$ cat config.mk
export PLATFORM = sky130hd
export DESIGN_NAME = tsfm_monitor
export DESIGN_NICKNAME = d
export VERILOG_FILES = /design/src/tsfm_pkg.sv /design/src/tsfm_tick.sv /design/src/tsfm_qual.sv /design/src/tsfm_monitor.sv
export VERILOG_INCLUDE_DIRS = /design/src
export SDC_FILE = /design/constraint.sdc
export NUM_CORES = 2
export LEC_CHECK = 0
export BUFFER_PORTS_ARGS = -buffer_cell sky130_fd_sc_hd__buf_2
export CAP_MARGIN = 20
export CORE_MARGIN = 3
export CORE_UTILIZATION = 40
export CTS_CLUSTER_DIAMETER = 80
export DETAILED_ROUTE_END_ITERATION = 10
export PLACE_DENSITY = 0.57
export SLEW_MARGIN = 20
export SYNTH_ARGS = -nofsm -noshare
export SYNTH_HDL_FRONTEND = slang
export SYNTH_HIERARCHICAL = 1
export SYNTH_SLANG_ARGS = --single-unit
$ cat constraint.sdc
create_clock -name clock_i -period 4.8 [get_ports clock_i]
set_input_delay 0.72 -clock clock_i [delete_from_list [all_inputs] [get_ports clock_i]]
set_output_delay 0.72 -clock clock_i [all_outputs]
set_load 0.02 [all_outputs]
$ cat src/tsfm_map.svh
`ifndef TSFM_MAP_SVH
`define TSFM_MAP_SVH
`define TSFM_NUM_CH 18
`define TSFM_CLK_PERIOD_NS 100
`define TSFM_MS_NS 1000000
`define TSFM_CLKS_PER_MS (`TSFM_MS_NS / `TSFM_CLK_PERIOD_NS)
`define TSFM_MS_W 11
`define TSFM_FIELD_ON_MS 500
`define TSFM_SF_ON_MS 550
`define TSFM_RF_EXT_MS 1350
`define TSFM_RF_LEG_MS 850
`define TSFM_WD_ON_MS 1000
`define TSFM_WD_OFF_MS 1500
`define TSFM_BO_ON_MS 400
`define TSFM_BO_OFF_MS 80
`define TSFM_REG_CTRL 8'h00
`define TSFM_REG_FAULT 8'h04
`define TSFM_REG_FAIL_CH 8'h08
`define TSFM_REG_CAP_RED 8'h0C
`define TSFM_REG_CAP_YEL 8'h10
`define TSFM_REG_CAP_GRN 8'h14
`define TSFM_REG_RF_MASK 8'h18
`define TSFM_RF_MASK_RST 18'h3FFFF
`define TSFM_CTRL_RESET 0
`define TSFM_NUM_FLT 9
`define TSFM_FLT_CARD 0
`define TSFM_FLT_CABLE 1
`define TSFM_FLT_RF 2
`define TSFM_FLT_WD 3
`define TSFM_FLT_CONF 4
`define TSFM_FLT_DUAL 5
`define TSFM_FLT_CLR 6
`define TSFM_FLT_DC 7
`define TSFM_FLT_DIAG 8
`define TSFM_RESP_OKAY 2'h0
`define TSFM_RESP_SLVERR 2'h2
`endif

$ cat src/tsfm_pkg.sv
`include "tsfm_map.svh"
package tsfm_pkg;
  typedef struct packed {
    logic power;
    logic dc_fail;
    logic watchdog;
    logic conflict;
    logic red_fail;
    logic dual;
    logic clearance;
    logic card_ajar;
    logic diag;
  } tsfm_ind_type;
  typedef struct packed {
    logic [`TSFM_NUM_CH-1:0] red;
    logic [`TSFM_NUM_CH-1:0] yel;
    logic [`TSFM_NUM_CH-1:0] grn;
  } tsfm_lamp_type;
  typedef struct packed {
    logic rf_ext;
    logic wd_short;
    logic bo_long;
    logic wd_latch;
    logic relay_inv;
  } tsfm_opt_type;
endpackage

$ cat src/tsfm_tick.sv
`timescale 1ns/10ps
module tsfm_tick #(
  parameter int CLKS_PER_MS = 10000
) (
  input  wire logic clock_i,
  input  wire logic rst_n_i,
  input  wire logic ce_i,
  output logic      tick_o
);
  logic [15:0] cnt;
  always_ff @(posedge clock_i) begin
    if (!rst_n_i) begin
      cnt    <= 16'h0000;
      tick_o <= 1'b0;
    end else if (ce_i) begin
      tick_o <= (cnt == 16'(CLKS_PER_MS - 1));
      cnt    <= (cnt == 16'(CLKS_PER_MS - 1)) ? 16'h0000 : cnt + 16'h0001;
    end
  end
endmodule

$ cat src/tsfm_qual.sv
`timescale 1ns/10ps
module tsfm_qual #(
  parameter int N     = 1,
  parameter int ON_MS = 500
) (
  input  wire logic         clock_i,
  input  wire logic         rst_n_i,
  input  wire logic         ce_i,
  input  wire logic         tick_i,
  input  wire logic [N-1:0] raw_i,
  output logic      [N-1:0] on_o
);
  logic [9:0] cnt [N];
  for (genvar k = 0; k < N; k++) begin : g_ch
    // off at once on release, on after ON_MS of continuous assertion
    always_ff @(posedge clock_i) begin
      if (!rst_n_i) begin
        cnt[k]  <= 10'h000;
        on_o[k] <= 1'b0;
      end else if (ce_i) begin
        if (!raw_i[k]) begin
          cnt[k]  <= 10'h000;
          on_o[k] <= 1'b0;
        end else if (tick_i && cnt[k] != 10'(ON_MS)) begin
          cnt[k]  <= cnt[k] + 10'h001;
          on_o[k] <= (cnt[k] == 10'(ON_MS - 1));
        end
      end
    end
  end
endmodule

$ cat src/tsfm_monitor.sv
// Summary of operation
// [RQ1] eighteen channels, each with qualified red, yellow and green inputs
// [RQ2] missing program card latches a fault until card back and reset
// [RQ3] fault entry captures failed or active channels and all lamp states
// [RQ4] nine indicators plus 54 per-channel red, yellow, green lamps
// [RQ5] red-fail time 1350 ms when option on, 850 ms when off
// [RQ6] watchdog time 1.0 s when option on, 1.5 s when off
// [RQ7] brown-out time 400 ms when option set, 80 ms when clear
// [RQ8] latch option off: power events clear a watchdog fault
// [RQ9] latch option on: watchdog fault held until reset command
// [RQ10] polarity option inverts the active sense of relay common
// [RQ11] red interface cable removal latches a fault and forces flash
// [RQ12] an active special function suppresses only red-fail monitoring
// [RQ13] special function active after 550 ms asserted, off under 250 ms
// [RQ14] red input on after 500 ms asserted, off under 200 ms
// [RQ15] green or yellow on after 500 ms asserted, off under 200 ms
// [RQ16] faults held until front-panel or remote reset
// [RQ17] channel with no indication past the red-fail time trips and flashes
// [RQ18] per-channel red-fail enable selects which channels are checked
// [RQ19] red-fail needs red enable active and no special function
// [RQ20] red-fail also needs relay common not active
// [RQ21] inputs are synchronous levels, durations counted in 1 ms ticks
`timescale 1ns/10ps
`include "tsfm_map.svh"
module tsfm_monitor #(
  parameter int CLKS_PER_MS = `TSFM_CLKS_PER_MS
) (
  // clock, reset, enable
  input  wire logic                    clock_i,
  input  wire logic                    rst_n_i,
  input  wire logic                    ce_i,
  // field inputs
  input  wire logic [`TSFM_NUM_CH-1:0] red_i,
  input  wire logic [`TSFM_NUM_CH-1:0] yel_i,
  input  wire logic [`TSFM_NUM_CH-1:0] grn_i,
  input  wire logic [1:0]              special_func_i,
  input  wire logic                    red_enable_i,
  input  wire logic                    relay_common_input_i,
  input  wire logic                    watchdog_timer_i,
  // cabinet and option inputs
  input  wire logic [`TSFM_NUM_CH-1:0] rf_enable_i,
  input  wire tsfm_pkg::tsfm_opt_type  opt_i,
  input  wire logic                    card_present_i,
  input  wire logic                    red_interface_cable_i,
  input  wire logic                    ac_low_i,
  input  wire logic                    power_restore_i,
  input  wire logic                    dc_supply_failure_i,
  input  wire logic                    conflict_i,
  input  wire logic                    dual_fail_i,
  input  wire logic                    clear_fail_i,
  input  wire logic                    diag_fail_i,
  input  wire logic                    front_reset_i,
  input  wire logic                    remote_reset_i,
  // indicators and cabinet control
  output tsfm_pkg::tsfm_ind_type       ind_o,
  output tsfm_pkg::tsfm_lamp_type      lamp_o,
  output logic                         force_flash_o,
  // axi4-lite slave
  input  wire logic [7:0]              s_axi_awaddr,
  input  wire logic                    s_axi_awvalid,
  output logic                         s_axi_awready,
  input  wire logic [31:0]             s_axi_wdata,
  input  wire logic [3:0]              s_axi_wstrb,
  input  wire logic                    s_axi_wvalid,
  output logic                         s_axi_wready,
  output logic [1:0]                   s_axi_bresp,
  output logic                         s_axi_bvalid,
  input  wire logic                    s_axi_bready,
  input  wire logic [7:0]              s_axi_araddr,
  input  wire logic                    s_axi_arvalid,
  output logic                         s_axi_arready,
  output logic [31:0]                  s_axi_rdata,
  output logic [1:0]                   s_axi_rresp,
  output logic                         s_axi_rvalid,
  input  wire logic                    s_axi_rready
);
  localparam int NC = `TSFM_NUM_CH;
  localparam int MW = `TSFM_MS_W;
  localparam int NF = `TSFM_NUM_FLT;

  function automatic logic [MW-1:0] sel_ms(input logic on, input int a, input int b);
    return on ? MW'(a) : MW'(b);
  endfunction

  function automatic logic is_reg(input logic [7:0] a);
    return a <= `TSFM_REG_RF_MASK && a[1:0] == 2'b00;
  endfunction

  logic                tick;
  logic [NC-1:0]       red_q;
  logic [NC-1:0]       yel_q;
  logic [NC-1:0]       grn_q;
  logic [1:0]          sf_q;
  logic                ren_q;
  logic [MW-1:0]       rf_cnt [NC];
  logic [NC-1:0]       rf_trip;
  logic [NC-1:0]       fail_ch;
  logic [NC-1:0]       rf_mask;
  logic [NF-1:0]       flt;
  logic [NF-1:0]       flt_set;
  logic [NF-1:0]       flt_clr;
  logic                fault_mode;
  logic                fault_mode_d;
  tsfm_pkg::tsfm_lamp_type cap;
  logic [MW-1:0]       wd_cnt;
  logic                wd_prev;
  logic                wd_trip;
  logic [MW-1:0]       bo_cnt;
  logic                brownout;
  logic                power_event;
  logic                relay_active;
  logic                rf_run;
  logic                sw_reset;
  logic                rst_cmd;
  logic [MW-1:0]       rf_lim;
  logic [MW-1:0]       wd_lim;
  logic [MW-1:0]       bo_lim;
  logic                aw_held;
  logic                w_held;
  logic [7:0]          aw_addr;
  logic [31:0]         w_data;
  logic [3:0]          w_strb;
  logic                do_write;

  tsfm_tick #(.CLKS_PER_MS(CLKS_PER_MS)) u_tick (
    .clock_i (clock_i),
    .rst_n_i (rst_n_i),
    .ce_i    (ce_i),
    .tick_o  (tick)                                             // [RQ21]
  );

  tsfm_qual #(.N(3 * NC + 1), .ON_MS(`TSFM_FIELD_ON_MS)) u_field (
    .clock_i (clock_i),
    .rst_n_i (rst_n_i),
    .ce_i    (ce_i),
    .tick_i  (tick),
    .raw_i   ({red_enable_i, grn_i, yel_i, red_i}),             // [RQ1] [RQ14] [RQ15]
    .on_o    ({ren_q, grn_q, yel_q, red_q})
  );

  tsfm_qual #(.N(2), .ON_MS(`TSFM_SF_ON_MS)) u_sf (
    .clock_i (clock_i),
    .rst_n_i (rst_n_i),
    .ce_i    (ce_i),
    .tick_i  (tick),
    .raw_i   (special_func_i),                                  // [RQ13]
    .on_o    (sf_q)
  );

  assign relay_active = relay_common_input_i ^ opt_i.relay_inv;  // [RQ10]
  assign rf_run = ren_q && !(|sf_q) && !relay_active;           // [RQ12] [RQ19] [RQ20]
  assign rf_lim = sel_ms(opt_i.rf_ext, `TSFM_RF_EXT_MS, `TSFM_RF_LEG_MS);  // [RQ5]
  assign wd_lim = sel_ms(opt_i.wd_short, `TSFM_WD_ON_MS, `TSFM_WD_OFF_MS); // [RQ6]
  assign bo_lim = sel_ms(opt_i.bo_long, `TSFM_BO_ON_MS, `TSFM_BO_OFF_MS);  // [RQ7]
  assign rst_cmd = front_reset_i || remote_reset_i || sw_reset; // [RQ16]
  assign fault_mode = |flt;

  // red-fail gap timers, one per channel
  for (genvar k = 0; k < NC; k++) begin : g_rf
    assign rf_trip[k] = rf_cnt[k] >= rf_lim;
    always_ff @(posedge clock_i) begin
      if (!rst_n_i) begin
        rf_cnt[k] <= '0;
      end else if (ce_i) begin
        if (!rf_run || !rf_enable_i[k] || !rf_mask[k] ||
            red_q[k] || yel_q[k] || grn_q[k]) begin           // [RQ18] [RQ17]
          rf_cnt[k] <= '0;
        end else if (tick && !rf_trip[k]) begin
          rf_cnt[k] <= rf_cnt[k] + MW'(1);
        end
      end
    end
  end

  // watchdog: time since last input transition
  assign wd_trip = wd_cnt >= wd_lim;
  always_ff @(posedge clock_i) begin
    if (!rst_n_i) begin
      wd_cnt  <= '0;
      wd_prev <= 1'b0;
    end else if (ce_i) begin
      wd_prev <= watchdog_timer_i;
      if (watchdog_timer_i != wd_prev || power_event) begin
        wd_cnt <= '0;
      end else if (tick && !wd_trip) begin
        wd_cnt <= wd_cnt + MW'(1);
      end
    end
  end

  // brown-out: low line held for the option time, event on restore
  assign power_event = power_restore_i || (brownout && !ac_low_i);
  always_ff @(posedge clock_i) begin
    if (!rst_n_i) begin
      bo_cnt   <= '0;
      brownout <= 1'b0;
    end else if (ce_i) begin
      if (!ac_low_i) begin
        bo_cnt   <= '0;
        brownout <= 1'b0;
      end else if (tick && bo_cnt < bo_lim) begin
        bo_cnt <= bo_cnt + MW'(1);
      end else if (bo_cnt >= bo_lim) begin
        brownout <= 1'b1;                                       // [RQ7]
      end
    end
  end

  // latched faults: a new cause wins over any clear
  always_comb begin
    flt_set = '0;
    flt_set[`TSFM_FLT_CARD]  = !card_present_i;                 // [RQ2]
    flt_set[`TSFM_FLT_CABLE] = !red_interface_cable_i;          // [RQ11]
    flt_set[`TSFM_FLT_RF]    = |rf_trip;                        // [RQ17]
    // a power event restarts the watchdog count, so a stale trip must not re-set the flag
    flt_set[`TSFM_FLT_WD]    = wd_trip && !power_event;     // [RQ8]
    flt_set[`TSFM_FLT_CONF]  = conflict_i;
    flt_set[`TSFM_FLT_DUAL]  = dual_fail_i;
    flt_set[`TSFM_FLT_CLR]   = clear_fail_i;
    flt_set[`TSFM_FLT_DC]    = dc_supply_failure_i;
    flt_set[`TSFM_FLT_DIAG]  = diag_fail_i;
    flt_clr = {NF{rst_cmd}};                                    // [RQ16]
    flt_clr[`TSFM_FLT_WD] = rst_cmd || (power_event && !opt_i.wd_latch); // [RQ8] [RQ9]
  end

  always_ff @(posedge clock_i) begin
    if (!rst_n_i) begin
      flt <= '0;
    end else if (ce_i) begin
      flt <= flt_set | (flt & ~flt_clr);                        // [RQ2] [RQ16]
    end
  end

  // failed-channel capture and snapshot on fault entry
  always_ff @(posedge clock_i) begin
    if (!rst_n_i) begin
      fail_ch      <= '0;
      cap          <= '0;
      fault_mode_d <= 1'b0;
    end else if (ce_i) begin
      fault_mode_d <= fault_mode;
      if (rst_cmd) begin
        fail_ch <= rf_trip;
      end else begin
        fail_ch <= fail_ch | rf_trip;
      end
      if (fault_mode && !fault_mode_d) begin
        cap <= '{red: red_q, yel: yel_q, grn: grn_q};           // [RQ3]
        if (flt[`TSFM_FLT_CONF]) begin
          fail_ch <= grn_q | yel_q;
        end
      end
    end
  end

  // indicators follow the fault flags and line; lamps live in normal mode, held in fault mode
  always_ff @(posedge clock_i) begin
    if (!rst_n_i) begin
      ind_o         <= '0;
      lamp_o        <= '0;
      force_flash_o <= 1'b0;
    end else if (ce_i) begin
      ind_o.power     <= !ac_low_i;                             // [RQ4]
      ind_o.dc_fail   <= flt[`TSFM_FLT_DC];
      ind_o.watchdog  <= flt[`TSFM_FLT_WD];
      ind_o.conflict  <= flt[`TSFM_FLT_CONF];
      ind_o.red_fail  <= flt[`TSFM_FLT_RF] | flt[`TSFM_FLT_CABLE];
      ind_o.dual      <= flt[`TSFM_FLT_DUAL];
      ind_o.clearance <= flt[`TSFM_FLT_CLR];
      ind_o.card_ajar <= flt[`TSFM_FLT_CARD];
      ind_o.diag      <= flt[`TSFM_FLT_DIAG];
      lamp_o <= fault_mode_d ? cap : tsfm_pkg::tsfm_lamp_type'({red_q, yel_q, grn_q}); // [RQ3]
      force_flash_o <= fault_mode;                              // [RQ11] [RQ17]
    end
  end

  // axi4-lite write: address and data taken in either order
  assign s_axi_awready = !aw_held && !s_axi_bvalid;
  assign s_axi_wready  = !w_held && !s_axi_bvalid;
  assign do_write      = aw_held && w_held && !s_axi_bvalid;
  always_ff @(posedge clock_i) begin
    if (!rst_n_i) begin
      aw_held      <= 1'b0;
      w_held       <= 1'b0;
      aw_addr      <= 8'h00;
      w_data       <= 32'h0000_0000;
      w_strb       <= 4'h0;
      s_axi_bvalid <= 1'b0;
      s_axi_bresp  <= `TSFM_RESP_OKAY;
      rf_mask      <= `TSFM_RF_MASK_RST;
      sw_reset     <= 1'b0;
    end else if (ce_i) begin
      sw_reset <= 1'b0;
      if (s_axi_awvalid && s_axi_awready) begin
        aw_held <= 1'b1;
        aw_addr <= s_axi_awaddr;
      end
      if (s_axi_wvalid && s_axi_wready) begin
        w_held <= 1'b1;
        w_data <= s_axi_wdata;
        w_strb <= s_axi_wstrb;
      end
      if (do_write) begin
        aw_held      <= 1'b0;
        w_held       <= 1'b0;
        s_axi_bvalid <= 1'b1;
        s_axi_bresp  <= is_reg(aw_addr) ? `TSFM_RESP_OKAY : `TSFM_RESP_SLVERR;
        if (aw_addr == `TSFM_REG_CTRL && w_strb[0]) begin
          sw_reset <= w_data[`TSFM_CTRL_RESET];                 // [RQ9] [RQ16]
        end
        if (aw_addr == `TSFM_REG_RF_MASK) begin
          for (int b = 0; b < NC; b++) begin
            if (w_strb[b / 8]) begin
              rf_mask[b] <= w_data[b];
            end
          end
        end
      end else if (s_axi_bvalid && s_axi_bready) begin
        s_axi_bvalid <= 1'b0;
      end
    end
  end

  // axi4-lite read
  assign s_axi_arready = !s_axi_rvalid;
  always_ff @(posedge clock_i) begin
    if (!rst_n_i) begin
      s_axi_rvalid <= 1'b0;
      s_axi_rdata  <= 32'h0000_0000;
      s_axi_rresp  <= `TSFM_RESP_OKAY;
    end else if (ce_i) begin
      if (s_axi_arvalid && s_axi_arready) begin
        s_axi_rvalid <= 1'b1;
        s_axi_rresp  <= is_reg(s_axi_araddr) ? `TSFM_RESP_OKAY : `TSFM_RESP_SLVERR;
        case (s_axi_araddr)
          `TSFM_REG_FAULT:   s_axi_rdata <= 32'(flt);
          `TSFM_REG_FAIL_CH: s_axi_rdata <= 32'(fail_ch);
          `TSFM_REG_CAP_RED: s_axi_rdata <= 32'(cap.red);
          `TSFM_REG_CAP_YEL: s_axi_rdata <= 32'(cap.yel);
          `TSFM_REG_CAP_GRN: s_axi_rdata <= 32'(cap.grn);
          `TSFM_REG_RF_MASK: s_axi_rdata <= 32'(rf_mask);
          default:           s_axi_rdata <= 32'h0000_0000;
        endcase
      end else if (s_axi_rvalid && s_axi_rready) begin
        s_axi_rvalid <= 1'b0;
      end
    end
  end
endmodule

==> summary.md <==
| Metric | Value |
|---|---|
| Status | finished clean |
| PnR worst setup slack | 1.20 ns |
| Post-Place Worst Slack | 0.644 ns |
| Placed cell area | 61100 sq um |
| Final HPWL DP | 107 mm |
| Total CTS buffers | 133 |
| DRT antenna net count | 0 |
| GRT overflow | 0 |
| Remaining design rule violation count | 0 |
| Cell area after synthesis | 58200 sq um |
| Ratio of cells with drive above 1 in the final layout | 0.0989 |
| Count of input and output buffers | 226 |
| Routability congestion estimate from global placement | 0.875 |
| Net count, final | 6440 |
| Ratio of total power to cell area | 343 nW/um^2 |
| Warnings, synthesis | 6 |
| Drt via density | 5.29 |
| Vias after detailed routing | 42700 |
| Slew of the pin with the lowest slew margin | 1.12 ns |
| Final min period | 3.60 ns |
| Clock tree from TritonCTS | yes |
| Worst-path fanout max | 12 |
| Hold violation total from the final report | 0 |
| Total number of clock tree sinks | 1083 |
| Core occupancy in the finished layout | 0.455 |
| Post-CTS Repair Setup Buffers | 0 |
| Clock skew after layout | 0.0215 ns |
| Pleak | 23.8 nW |
| Aggregate global-route resource usage | 0.195 |
| Maximum number of pins on one net before global-route repair | 139 |
| Ratio of final minimum period to clock period | 0.750 |
| Clock root buffer | sky130_fd_sc_hd__clkbuf_16 |
| # Max-Cap Violations | 0 |
| Final max-slew violation count | 0 |
| Number of cells produced by synthesis | 5840 |
| Top cells by instance count after synthesis | 992 x sky130_fd_sc_hd__nor2_1, 768 x sky130_fd_sc_hd__edfxtp_1, 647 x sky130_fd_sc_hd__nand2_1 |
| Die H | 387 um |
| Yosys cell types | 93 |
| Relative area change from synthesis to final layout | 12.7% |
| DRT Pass-1 Iters | 7 |
| Longest Clk Path Bufs | 3 |
| Max Fclk | 0.278 GHz |
| Full die area | 150000 sq um |
| Mean routed wirelength per cell | 18.6 um |
| Routed WL | 150 mm |
| Category of the worst setup path launch point | register |
| Cell types occupying the most area after synthesis | sky130_fd_sc_hd__edfxtp_1 40%, sky130_fd_sc_hd__dfxtp_1 11%, sky130_fd_sc_hd__nor2_1 6.4% |
| Vias in the first global route | 40300 |
| Fraction of post-synthesis cell area in the top cell type by area | 0.396 |
| Seq/Total Area, Yosys | 0.505 |
| Share of synthesized flip-flops with an asynchronous set or reset | 0 |
| Worst vdd ir | 0.000278 V |
| Synth Register Bits | 1083 |
| Capturing element type of the critical path | register |
| Number of buffers added to fix hold violations after cts | 0 |
| Die Width | 387 um |
| Critical Path AT | 3.99 ns |
| Number of flops mapped to enable cells by yosys | 768 |
| Prevailing post-synth register cell | sky130_fd_sc_hd__edfxtp_1 |
| Worst min-delay path class | input port to register |
| Number of antenna violations at the first check in global routing | 23 |
| Final setup violating endpoints | 0 |
| Post-cts gate resize count | 0 |
| Starting density of the core | 0.404 |
| Aggregate negative setup slack | 0 ns |
| Skew-Pair Late Insertion Delay | 0.76 ns |
| Register clock-pin slew on the reported worst setup and hold paths | 0.06 ns |
| Setup Crit Path Kind | register to register |
| Leading area contributor after synthesis | sky130_fd_sc_hd__edfxtp_1 |
| Placeable Area | 144000 sq um |
| RSZ-0062 raised after global routing | false |
| Final instance area | 65500 sq um |
| Number of standard-cell rows in the floorplan | 139 |
| Synthesized area per cell | 9.96 sq um |
| Power after layout | 22.5 mW |
| Number of placed I/O pins | 258 |
| First-iteration detailed-routing DRC count | 3013 |
| Total number of H-tree levels | 4 |
| Filler cell count | 13700 |
| Wire length of the first global-routing pass | 231 mm |
| Rel. slew slack | 0.254 |
| Most repeated cell in the gate-level netlist after synthesis | sky130_fd_sc_hd__nor2_1 |
| Worst EP required | 5.19 ns |
[metrics by stage]
step / std cells / hold slack [ns]
6_report: 8070 / 0.206
5_1_grt: 8062 / 0.164
4_1_cts: 8060 / 0.137
3_5_place_dp: 7816 / 0.437
3_3_place_gp: 7815 / 0.438
2_1_floorplan: 5855 / 0.421
[layer usage]
layer,share of wire,vias up,wire length [um],global-route usage
li1,-,21000,-,-
met1,0.46,20400,68500,0.271
met2,0.43,1001,64700,0.294
met3,0.084,235,12700,0.0572
met4,0.027,10,4050,0.0602
met5,0.00045,-,67,0
[critical path: stages (launching register included)]
cell and delay [ns]:
sky130_fd_sc_hd__dfxtp_1 0.32, sky130_fd_sc_hd__nor2_1 0.54, sky130_fd_sc_hd__nand3_1 0.55, sky130_fd_sc_hd__buf_4 0.38, sky130_fd_sc_hd__or3_1 0.37, sky130_fd_sc_hd__or3_1 0.51
sky130_fd_sc_hd__nand3_1 0.54
[path summary, 6_finish.rpt]
kind | from | to | slack [ns] | depth (start not counted)
hold / removal | s_axi_wdata[15] | w_data[15] | 0.21 | 3
setup reg to reg | u_sf/on_o[1] | rf_cnt[4][8] | 1.20 | 6
setup / recovery | u_sf/on_o[1] | rf_cnt[4][8] | 1.20 | 6
hold reg to reg | brownout | brownout | 0.45 | 2
[sequential cells by signal, summed over array words and instances (netlist names), 2 cells and up]
| signal | count |
|---|---|
| u_field/cnt | 550 |
| rf_cnt | 198 |
| u_field/on_o | 55 |
| cap | 54 |
| lamp_o | 54 |
| u_sf/cnt | 20 |
| fail_ch | 18 |
| rf_mask | 18 |
| s_axi_rdata | 18 |
| w_data | 18 |
| u_tick/cnt | 16 |
| bo_cnt | 11 |
| wd_cnt | 11 |
| flt | 9 |
| ind_o | 9 |
| aw_addr | 8 |
| w_strb | 3 |
| u_sf/on_o | 2 |
[layout by cell type (no fill, tap or decap), types with 77 or more instances in the layout]
cell type                   netlist  layout
sky130_fd_sc_hd__xor2_1         275     275
sky130_fd_sc_hd__inv_1          297     296
sky130_fd_sc_hd__nand3_1        360     359
sky130_fd_sc_hd__edfxtp_1       768     768
sky130_fd_sc_hd__dfxtp_1        315     313
sky130_fd_sc_hd__ha_1           237     237
sky130_fd_sc_hd__nor4_1          77      77
sky130_fd_sc_hd__nand2_1        647     647
sky130_fd_sc_hd__nand4_1        120     120
sky130_fd_sc_hd__xnor2_1        356     356
sky130_fd_sc_hd__a21oi_1         93      93
sky130_fd_sc_hd__o21ai_0         97      96
sky130_fd_sc_hd__buf_2           48     224
sky130_fd_sc_hd__nor2_1         992     992
sky130_fd_sc_hd__clkbuf_16        0     140
sky130_fd_sc_hd__nor3_1          90      90
sky130_fd_sc_hd__a21boi_0       104     104
[area by class of cell]
type / count / area (sq um) / area share
multi-input combinational: 4262 / 26800 / 0.409
clock inverter: 49 / 483 / 0.00737
tap: 1903 / 2380 / 0.0363
clock buffer: 195 / 3860 / 0.0589
inverter: 300 / 1130 / 0.0172
timing repair buffer: 270 / 1490 / 0.0228
sequential: 1083 / 29400 / 0.448
antenna: 8 / 20.0 / 0.000306
[cells by family (layout without fill, tap and decap cells)]
group           count (synthesis)  after routing  synth area share
compound gates                628            628            0.0806
xor+xnor                      631            631            0.0950
fa+ha+maj                     237            237            0.0510
buf+inv                       510            814            0.0367
flops                        1083           1083             0.505
mux                            82             82            0.0145
other cells                     1             24         0.0000645
simple gates                 2668           2668             0.217
[power by group]
| group | leakage, nW | total, mW | internal (mW) | switching [mW] |
|---|---|---|---|---|
| logic | 11.1 | 1.52 | 0.580 | 0.940 |
| clock network | 2.12 | 9.98 | 5.97 | 4.01 |
| registers | 10.6 | 11.0 | 10.5 | 0.493 |
| total | 23.8 | 22.5 | 17.0 | 5.45 |
Power figures use the tool's default switching activity.
